[src/pkg/chgim_pkg.sv]
// Constants and field layout of the charger interrupt mask block
package chgim_pkg;

  localparam int unsigned ADDR_W = 8;
  localparam int unsigned DATA_W = 8;

  // Register offsets
  localparam logic [7:0] OFS_CHG_FLAG_A = 8'h20;
  localparam logic [7:0] OFS_CHG_FLAG_B = 8'h21;
  localparam logic [7:0] OFS_FAULT_FLAG = 8'h22;
  localparam logic [7:0] OFS_CHARGE_STATE_IRQ_BLOCK_A = 8'h23;
  localparam logic [7:0] OFS_CHARGE_STATE_IRQ_BLOCK_B = 8'h24;
  localparam logic [7:0] OFS_FAULT_MASK = 8'h25;

  // Values after reset
  localparam logic [7:0] RST_CHARGE_STATE_IRQ_BLOCK_A = 8'h00;
  localparam logic [7:0] RST_CHARGE_STATE_IRQ_BLOCK_B = 8'h00;
  localparam logic [7:0] RST_FAULT_MASK = 8'h00;
  localparam logic [7:0] RST_FLAG = 8'h00;

  // Writable bits of each mask register
  localparam logic [7:0] WMASK_CHARGE_STATE_IRQ_BLOCK_A = 8'hFF;
  localparam logic [7:0] WMASK_CHARGE_STATE_IRQ_BLOCK_B = 8'h09;
  localparam logic [7:0] WMASK_FAULT_MASK = 8'hF9;

  // Fields of the first charger register pair
  localparam int unsigned BIT_ADC_DONE = 6;
  localparam int unsigned BIT_THERMAL_REG = 5;
  localparam int unsigned BIT_MIN_SYSTEM = 4;
  localparam int unsigned BIT_INPUT_CURRENT = 3;
  localparam int unsigned BIT_INPUT_VOLTAGE = 2;
  localparam int unsigned BIT_CHARGE_TIMER = 1;
  localparam int unsigned BIT_WATCHDOG = 0;

  // Fields of the second charger register pair
  localparam int unsigned BIT_CHARGE_STATE = 3;
  localparam int unsigned BIT_INPUT_BUS = 0;

  // Fields of the fault register pair
  localparam int unsigned BIT_BUS_FAULT = 7;
  localparam int unsigned BIT_BAT_FAULT = 6;
  localparam int unsigned BIT_SYS_FAULT = 5;
  localparam int unsigned BIT_OTG_FAULT = 4;
  localparam int unsigned BIT_THERMAL_SHUT = 3;
  localparam int unsigned BIT_TEMP_ZONE = 0;

  // Status vector widths
  localparam int unsigned CHG_STAT_W = 3;
  localparam int unsigned BUS_STAT_W = 3;
  localparam int unsigned TS_ZONE_W = 3;

  // Layout of the raw event vector fed to the detector
  localparam int unsigned RAW_W = 21;
  localparam int unsigned RAW_CHG_A_LO = 0;
  localparam int unsigned RAW_CHG_STAT_LO = 7;
  localparam int unsigned RAW_BUS_STAT_LO = 10;
  localparam int unsigned RAW_FAULT_LO = 13;
  localparam int unsigned RAW_TS_LO = 18;
  // Bits reported on any change rather than on a rising edge
  localparam logic [20:0] RAW_ANY_EDGE = 21'h1C_1F90;

  // Interrupt pulse width
  localparam int unsigned MCLK_MHZ = 125;
  localparam int unsigned INT_PULSE_NS = 256;
  localparam int unsigned INT_PULSE_CYC = (INT_PULSE_NS * MCLK_MHZ + 999) / 1000;
  localparam int unsigned PULSE_CNT_W = 8;
  localparam logic [7:0] PULSE_LOAD = 8'(INT_PULSE_CYC);

endpackage : chgim_pkg

[src/logic/chgim_event_detect.sv]
// Synchroniser and edge detector for the raw charger event signals
`timescale 1ns/1ps
module chgim_event_detect #(
  parameter int unsigned WIDTH = 21,
  parameter logic [WIDTH-1:0] ANY_EDGE = '0
) (
  input wire logic mclk, // Core clock
  input wire logic rst_n, // Asynchronous reset, active low
  input wire logic [WIDTH-1:0] raw_in, // Asynchronous event levels
  output logic [WIDTH-1:0] edge_q // One-cycle event pulses
);

  logic [WIDTH-1:0] meta_q;
  logic [WIDTH-1:0] sync_q;
  logic [WIDTH-1:0] prev_q;
  logic [WIDTH-1:0] edge_d;

  always_ff @(posedge mclk or negedge rst_n) begin
    if (!rst_n) begin
      meta_q <= '0;
      sync_q <= '0;
    end else begin
      meta_q <= raw_in;
      sync_q <= meta_q;
    end
  end

  always_ff @(posedge mclk or negedge rst_n) begin
    if (!rst_n) begin
      prev_q <= '0;
    end else begin
      prev_q <= sync_q;
    end
  end

  // Rising edge, or any change where selected
  always_comb begin
    edge_d = (sync_q & ~prev_q) | ((sync_q ^ prev_q) & ANY_EDGE);
  end

  always_ff @(posedge mclk or negedge rst_n) begin
    if (!rst_n) begin
      edge_q <= '0;
    end else begin
      edge_q <= edge_d;
    end
  end

endmodule // chgim_event_detect

[src/logic/chgim_top.sv]
// Charger event flags, interrupt masks and active-low interrupt pulse
`timescale 1ns/1ps
module chgim_top (
  input wire logic mclk, // Core clock, 125 MHz
  input wire logic rst_n, // Asynchronous reset, active low
  input wire logic reg_reset, // Register reset command pulse
  input wire logic [chgim_pkg::ADDR_W-1:0] reg_addr, // Register offset
  input wire logic [chgim_pkg::DATA_W-1:0] reg_wdata, // Write data
  input wire logic reg_wr, // Write strobe
  input wire logic reg_rd, // Read strobe
  output logic [chgim_pkg::DATA_W-1:0] reg_rdata_q, // Read data, one cycle after strobe
  input wire logic adc_one_shot, // ADC in one-shot mode
  input wire logic adc_done, // Conversion complete level
  input wire logic die_thermal_regulation, // Thermal regulation active
  input wire logic min_system_regulation, // Minimum system regulation active
  input wire logic input_current_regulation, // Input, pin or OTG current loop active
  input wire logic input_voltage_regulation, // Input or OTG voltage loop active
  input wire logic charge_timer_expired, // Safety timer expired
  input wire logic watchdog_expired, // Serial watchdog expired
  input wire logic [chgim_pkg::CHG_STAT_W-1:0] charge_status, // Charge state code
  input wire logic [chgim_pkg::BUS_STAT_W-1:0] input_bus_status, // Input bus state code
  input wire logic bus_fault, // Bus overvoltage or sleep
  input wire logic bat_fault, // Battery overcurrent or overvoltage
  input wire logic sys_fault, // System fault
  input wire logic otg_fault, // OTG fault
  input wire logic thermal_shutdown, // Thermal shutdown
  input wire logic [chgim_pkg::TS_ZONE_W-1:0] temp_zone, // Temperature zone code
  output logic int_n_q // Interrupt pulse, active low
);
  import chgim_pkg::*;

  logic [RAW_W-1:0] raw_vec;
  logic [RAW_W-1:0] edge_vec;
  logic [7:0] ev_a;
  logic [7:0] ev_b;
  logic [7:0] ev_f;
  logic [7:0] mask_a_q;
  logic [7:0] mask_b_q;
  logic [7:0] mask_f_q;
  logic [7:0] flag_a_q;
  logic [7:0] flag_b_q;
  logic [7:0] flag_f_q;
  logic [7:0] rdata_d;
  logic fire;
  logic [PULSE_CNT_W-1:0] pulse_cnt_q;

  function automatic logic unmasked(input logic [7:0] ev, input logic [7:0] mask);
    unmasked = |(ev & ~mask);
  endfunction

  function automatic logic [7:0] next_flag(input logic [7:0] flag, input logic [7:0] ev,
                                           input logic clr);
    // Set wins over clear-on-read
    next_flag = (clr ? 8'h00 : flag) | ev;
  endfunction

  function automatic logic [7:0] next_mask(input logic [7:0] mask, input logic [7:0] wdata,
                                           input logic wr, input logic [7:0] wmask);
    next_mask = wr ? (wdata & wmask) : mask;
  endfunction

  // Order must follow the raw layout and the any-edge selection in the package
  assign raw_vec = {temp_zone, bus_fault, bat_fault, sys_fault, otg_fault, thermal_shutdown,
                    input_bus_status, charge_status,
                    adc_done, die_thermal_regulation, min_system_regulation,
                    input_current_regulation, input_voltage_regulation,
                    charge_timer_expired, watchdog_expired};

  chgim_event_detect #(
    .WIDTH(RAW_W),
    .ANY_EDGE(RAW_ANY_EDGE)
  ) u_detect (
    .mclk(mclk),
    .rst_n(rst_n),
    .raw_in(raw_vec),
    .edge_q(edge_vec)
  );

  // Flag set events
  always_comb begin
    ev_a = 8'h00;
    ev_a[BIT_ADC_DONE] = edge_vec[RAW_CHG_A_LO + 6] & adc_one_shot;
    ev_a[BIT_THERMAL_REG] = edge_vec[RAW_CHG_A_LO + 5];
    ev_a[BIT_MIN_SYSTEM] = edge_vec[RAW_CHG_A_LO + 4];
    ev_a[BIT_INPUT_CURRENT] = edge_vec[RAW_CHG_A_LO + 3];
    ev_a[BIT_INPUT_VOLTAGE] = edge_vec[RAW_CHG_A_LO + 2];
    ev_a[BIT_CHARGE_TIMER] = edge_vec[RAW_CHG_A_LO + 1];
    ev_a[BIT_WATCHDOG] = edge_vec[RAW_CHG_A_LO];
    ev_b = 8'h00;
    ev_b[BIT_CHARGE_STATE] = |edge_vec[RAW_CHG_STAT_LO +: CHG_STAT_W];
    ev_b[BIT_INPUT_BUS] = |edge_vec[RAW_BUS_STAT_LO +: BUS_STAT_W];
    ev_f = 8'h00;
    ev_f[BIT_THERMAL_SHUT] = edge_vec[RAW_FAULT_LO];
    ev_f[BIT_OTG_FAULT] = edge_vec[RAW_FAULT_LO + 1];
    ev_f[BIT_SYS_FAULT] = edge_vec[RAW_FAULT_LO + 2];
    ev_f[BIT_BAT_FAULT] = edge_vec[RAW_FAULT_LO + 3];
    ev_f[BIT_BUS_FAULT] = edge_vec[RAW_FAULT_LO + 4];
    ev_f[BIT_TEMP_ZONE] = |edge_vec[RAW_TS_LO +: TS_ZONE_W];
  end

  // Mask registers
  always_ff @(posedge mclk or negedge rst_n) begin
    if (!rst_n) begin
      mask_a_q <= RST_CHARGE_STATE_IRQ_BLOCK_A;
      mask_b_q <= RST_CHARGE_STATE_IRQ_BLOCK_B;
      mask_f_q <= RST_FAULT_MASK;
    end else if (reg_reset) begin
      mask_a_q <= RST_CHARGE_STATE_IRQ_BLOCK_A;
      mask_b_q <= RST_CHARGE_STATE_IRQ_BLOCK_B;
      mask_f_q <= RST_FAULT_MASK;
    end else begin
      mask_a_q <= next_mask(mask_a_q, reg_wdata, reg_wr && reg_addr == OFS_CHARGE_STATE_IRQ_BLOCK_A,
                            WMASK_CHARGE_STATE_IRQ_BLOCK_A);
      mask_b_q <= next_mask(mask_b_q, reg_wdata, reg_wr && reg_addr == OFS_CHARGE_STATE_IRQ_BLOCK_B,
                            WMASK_CHARGE_STATE_IRQ_BLOCK_B);
      mask_f_q <= next_mask(mask_f_q, reg_wdata, reg_wr && reg_addr == OFS_FAULT_MASK,
                            WMASK_FAULT_MASK);
    end
  end

  // Flags set regardless of mask, cleared by reading
  always_ff @(posedge mclk or negedge rst_n) begin
    if (!rst_n) begin
      flag_a_q <= RST_FLAG;
      flag_b_q <= RST_FLAG;
      flag_f_q <= RST_FLAG;
    end else begin
      flag_a_q <= next_flag(flag_a_q, ev_a, reg_rd && reg_addr == OFS_CHG_FLAG_A);
      flag_b_q <= next_flag(flag_b_q, ev_b, reg_rd && reg_addr == OFS_CHG_FLAG_B);
      flag_f_q <= next_flag(flag_f_q, ev_f, reg_rd && reg_addr == OFS_FAULT_FLAG);
    end
  end

  // Read multiplexer, unmapped offsets read zero
  always_comb begin
    case (reg_addr)
      OFS_CHG_FLAG_A: rdata_d = flag_a_q;
      OFS_CHG_FLAG_B: rdata_d = flag_b_q;
      OFS_FAULT_FLAG: rdata_d = flag_f_q;
      OFS_CHARGE_STATE_IRQ_BLOCK_A: rdata_d = mask_a_q;
      OFS_CHARGE_STATE_IRQ_BLOCK_B: rdata_d = mask_b_q & WMASK_CHARGE_STATE_IRQ_BLOCK_B;
      OFS_FAULT_MASK: rdata_d = mask_f_q & WMASK_FAULT_MASK;
      default: rdata_d = 8'h00;
    endcase
  end

  always_ff @(posedge mclk or negedge rst_n) begin
    if (!rst_n) begin
      reg_rdata_q <= 8'h00;
    end else if (reg_rd) begin
      reg_rdata_q <= rdata_d;
    end
  end

  // Interrupt request from any unmasked event
  always_comb begin
    fire = unmasked(ev_a, mask_a_q) | unmasked(ev_b, mask_b_q) | unmasked(ev_f, mask_f_q);
  end

  // Fixed-width low pulse, restarted by a new event
  always_ff @(posedge mclk or negedge rst_n) begin
    if (!rst_n) begin
      pulse_cnt_q <= '0;
    end else if (fire) begin
      pulse_cnt_q <= PULSE_LOAD;
    end else if (pulse_cnt_q != '0) begin
      pulse_cnt_q <= pulse_cnt_q - 8'h01;
    end
  end

  always_ff @(posedge mclk or negedge rst_n) begin
    if (!rst_n) begin
      int_n_q <= 1'b1;
    end else begin
      int_n_q <= !(fire || pulse_cnt_q > 8'h01);
    end
  end

endmodule // chgim_top

[config.mk]
export PLATFORM = sky130hd
export DESIGN_NAME = chgim_top
export DESIGN_NICKNAME = d
export VERILOG_FILES = /design/src/pkg/chgim_pkg.sv /design/src/logic/chgim_event_detect.sv /design/src/logic/chgim_top.sv
export SDC_FILE = /design/constraint.sdc
export NUM_CORES = 1
export LEC_CHECK = 0
export BUFFER_PORTS_ARGS = -buffer_cell sky130_fd_sc_hd__buf_2
export CELL_PAD_IN_SITES_DETAIL_PLACEMENT = 0
export CELL_PAD_IN_SITES_GLOBAL_PLACEMENT = 1
export CORE_MARGIN = 2
export CORE_UTILIZATION = 45
export DETAILED_ROUTE_END_ITERATION = 16
export PLACE_DENSITY_LB_ADDON = 0.1
export REMOVE_ABC_BUFFERS = 1
export SYNTH_ARGS = -nofsm -noshare
export SYNTH_HDL_FRONTEND = slang
export SYNTH_SLANG_ARGS = --single-unit
[constraint.sdc]
create_clock -name mclk -period 3 [get_ports mclk]
set_input_delay 0.6 -clock mclk [delete_from_list [all_inputs] [get_ports mclk]]
set_output_delay 0.6 -clock mclk [all_outputs]
set_load 0.05 [all_outputs]
==> impl_metrics.toml <==
[outcome]
outcome = "finished clean"

[synth]
yosysTopAreaCell = "dfrtp_1"
synthCells = 344
synth_seq_cells = 132
yosys_warnings = 0
synth.top_cell.area_share = 0.708
seq_area_frac_synth = 0.713
synth_cell_types = 39
syn_area_sq_um = 4630
avgSynthCellArea_sq_um = 13.5
synth_area_leaders = "dfrtp_1, mux2i_1, nor2_1"

[sta]
min_period_over_period = 0.622
fin_setup_tns_ns = 0
max_freq_mhz = 536
final.setup.worst_slack_ns = 1.14
finalCriticalPeriod_ns = 1.86
hold_viol_final = 0
rsz0062_at_grt = "no"
final-setup-viol-count = 0
drv_slew = 0
timing.slew.headroom = 0.541
skew_ns = 0.00719
tightest_slew_ns = 0.688

[route]
ant_nets = 0
first_pass_iters = 4
totalWireLength_um = 7660
viasPerCell = 4.76
drtIter0Drc = 153
wl_per_cell_um = 13.8
num_vias = 2639
drc = 0

[global_route]
grt_pass1_vias = 2646
grt_usage = 0.160
met2_usage = 0.228
gr-max-usage-layer = "met2"
grt_pass1_wl_um = 13400
grt_max_degree = 133
overflow = 0
grt_util_met1 = 0.216
antenna_found_initial = 0
use_met3 = 0.0575

[critical_path]
crit_path_max_incr_delay_ns = 0.51
required_ns = 2.40
cpMaxStageDelayCell = "dfstp_2"
worstPathArrival_ns = 1.26
crit_path_max_fanout = 1
crit_path_start_kind = "flop"
critical_path_class = "flop to output port"
crit_chain = "buf_2"
worst-path-buf-inv = 1
critical_path.top_delay_family = "flip-flops"
cp-end-kind = "output port"

[min_path]
hp-class = "input pin to async pin"

[layout]
drive_gt1_frac = 0.215
fin_cells = 554
nets = 451
n_antenna_cell = 0
areaGrowthSynthToFinish_pct = 21.9
multi_input_area_sq_um = 1190
regArea_sq_um = 3300
nFillCells = 841

[floorplan]
core_area_sq_um = 10100
die_h_um = 105
dieArea_sq_um = 11100
ios = 52
start_util = 0.457
row_count = 37
die_x_um = 105

[clock_tree]
post_cts_resized = 0
cts_tree = "yes"
post_cts_buffers = 0
cts-htree-levels = 4
clk_pin_slew_ns = 0.05
clock_sinks = 132
clock_latency_ns = 0.52
cts_buffers = 17
clock_path_buffers = 2
holdBufCountCts = 0
cts_root_buffer = "clkbuf_8"

[run]
cap_violations = 0

[placed_design]
post-place-cells = 522
routabilityCongestion = 0.793
dp_hpwl_um = 4920
numPortBuffers = 51
pre_cts_ws_ns = 0.791

[pwr]
leakage_nw = 2.76
p_total_mw = 4.09
ir_worst_vdd_uv = 517
powerDensity_nw_per_um2 = 725
[cells by family (layout without fill, tap and decap cells)]
logic type,count (synthesis),count (layout),share of synthesized area
compound gates,33,33,0.0481
xor+xnor,15,15,0.0284
fa+ha+maj,3,3,0.00810
buf+inv,33,107,0.0297
flops,132,132,0.713
mux,26,26,0.0562
simple gates,102,102,0.116
[synth_stat cells (all sizes together)]
| cell | n |
|---|---|
| buf | 8 |
| o21ai | 3 |
| xnor2 | 3 |
| xor2 | 12 |
| o22a | 3 |
| a31oi | 1 |
| dfrtp | 131 |
| and2 | 2 |
| clkbuf | 3 |
| nor3 | 7 |
| or4 | 2 |
| or3 | 3 |
| dfstp | 1 |
| and4bb | 1 |
| nor2b | 13 |
| inv | 22 |
| ha | 3 |
| nand3 | 5 |
| nand2b | 3 |
| and3 | 1 |
| nor4 | 5 |
| nand4b | 1 |
| o22ai | 14 |
| a21o | 1 |
| nor3b | 1 |
| o31ai | 1 |
| nand4bb | 1 |
| nor2 | 31 |
| a22oi | 5 |
| o32ai | 2 |
| mux2i | 26 |
| nand2 | 26 |
| a21oi | 2 |
| a211oi | 1 |
[per-stage QoR]
stage / area [sq um] / hold WS, ns / utilization
6_report: 5650 / 0.170 / 0.557
3_3_place_gp: 5030 / 0.331 / 0.496
3_5_place_dp: 5030 / 0.335 / 0.496
5_1_grt: 5650 / 0.156 / 0.557
2_1_floorplan: 4580 / 0.304 / -
4_1_cts: 5650 / 0.160 / 0.557
[flip-flops by register name, summed over array words and instances (netlist names)]
name / count
mask_a_q: 8
u_detect.meta_q: 21
flag_b_q: 2
pulse_cnt_q: 8
u_detect.sync_q: 21
u_detect.prev_q: 21
flag_a_q: 7
int_n_q: 1
reg_rdata_q: 8
mask_f_q: 6
flag_f_q: 6
mask_b_q: 2
u_detect.edge_q: 21
[final cells by class]
cell class,instances,area share
Clock buffer,25,0.0875
Clock inverter,7,0.0211
Inverter,22,0.0146
Multi-Input combinational cell,179,0.211
Sequential cell,132,0.585
Tap cell,136,0.0301
Timing Repair Buffer,53,0.0505
[cell usage in the layout, fill, tap and decap left out, drive strengths merged, types with 5 or more instances in the layout]
| master | instances |
|---|---|
| dfrtp | 131 |
| buf | 53 |
| nor2 | 31 |
| nand2 | 26 |
| mux2i | 26 |
| clkbuf | 25 |
| inv | 22 |
| o22ai | 14 |
| nor2b | 13 |
| xor2 | 12 |
| nor3 | 7 |
| a22oi | 5 |
| nor4 | 5 |
| nand3 | 5 |
[path summary, 6_finish.rpt]
check / start / to / slack (ns) / cells past startpoint
min: rst_n / u_detect.meta_q[14]$_DFF_PN0_ / 0.17 / 2
min reg2reg: u_detect.meta_q[19]$_DFF_PN0_ / u_detect.sync_q[19]$_DFF_PN0_ / 0.35 / 0
max reg2reg: u_detect.edge_q[17]$_DFF_PN0_ / int_n_q$_DFF_PN1_ / 1.15 / 5
max in group asynchronous: rst_n / flag_a_q[1]$_DFF_PN0_ / 2.31 / 2
max: int_n_q$_DFF_PN1_ / int_n_q / 1.14 / 1
min in group mclk: sys_fault / u_detect.meta_q[15]$_DFF_PN0_ / 0.18 / 1
[power breakdown]
part | switching [mW] | total, mW | internal, mW
logic | 0.0883 | 0.142 | 0.0536
registers | 0.0222 | 1.87 | 1.85
clock network | 0.706 | 2.08 | 1.38
total | 0.816 | 4.09 | 3.28
[layer usage]
| metal | wire [um] | up-vias |
|---|---|---|
| met1 | 3570 | 1284 |
| met4 | 131 | 0 |
| met5 | 0 | - |
| met3 | 453 | 11 |
| met2 | 3500 | 68 |
| li1 | - | 1276 |
Power figures use the tool's default switching activity.
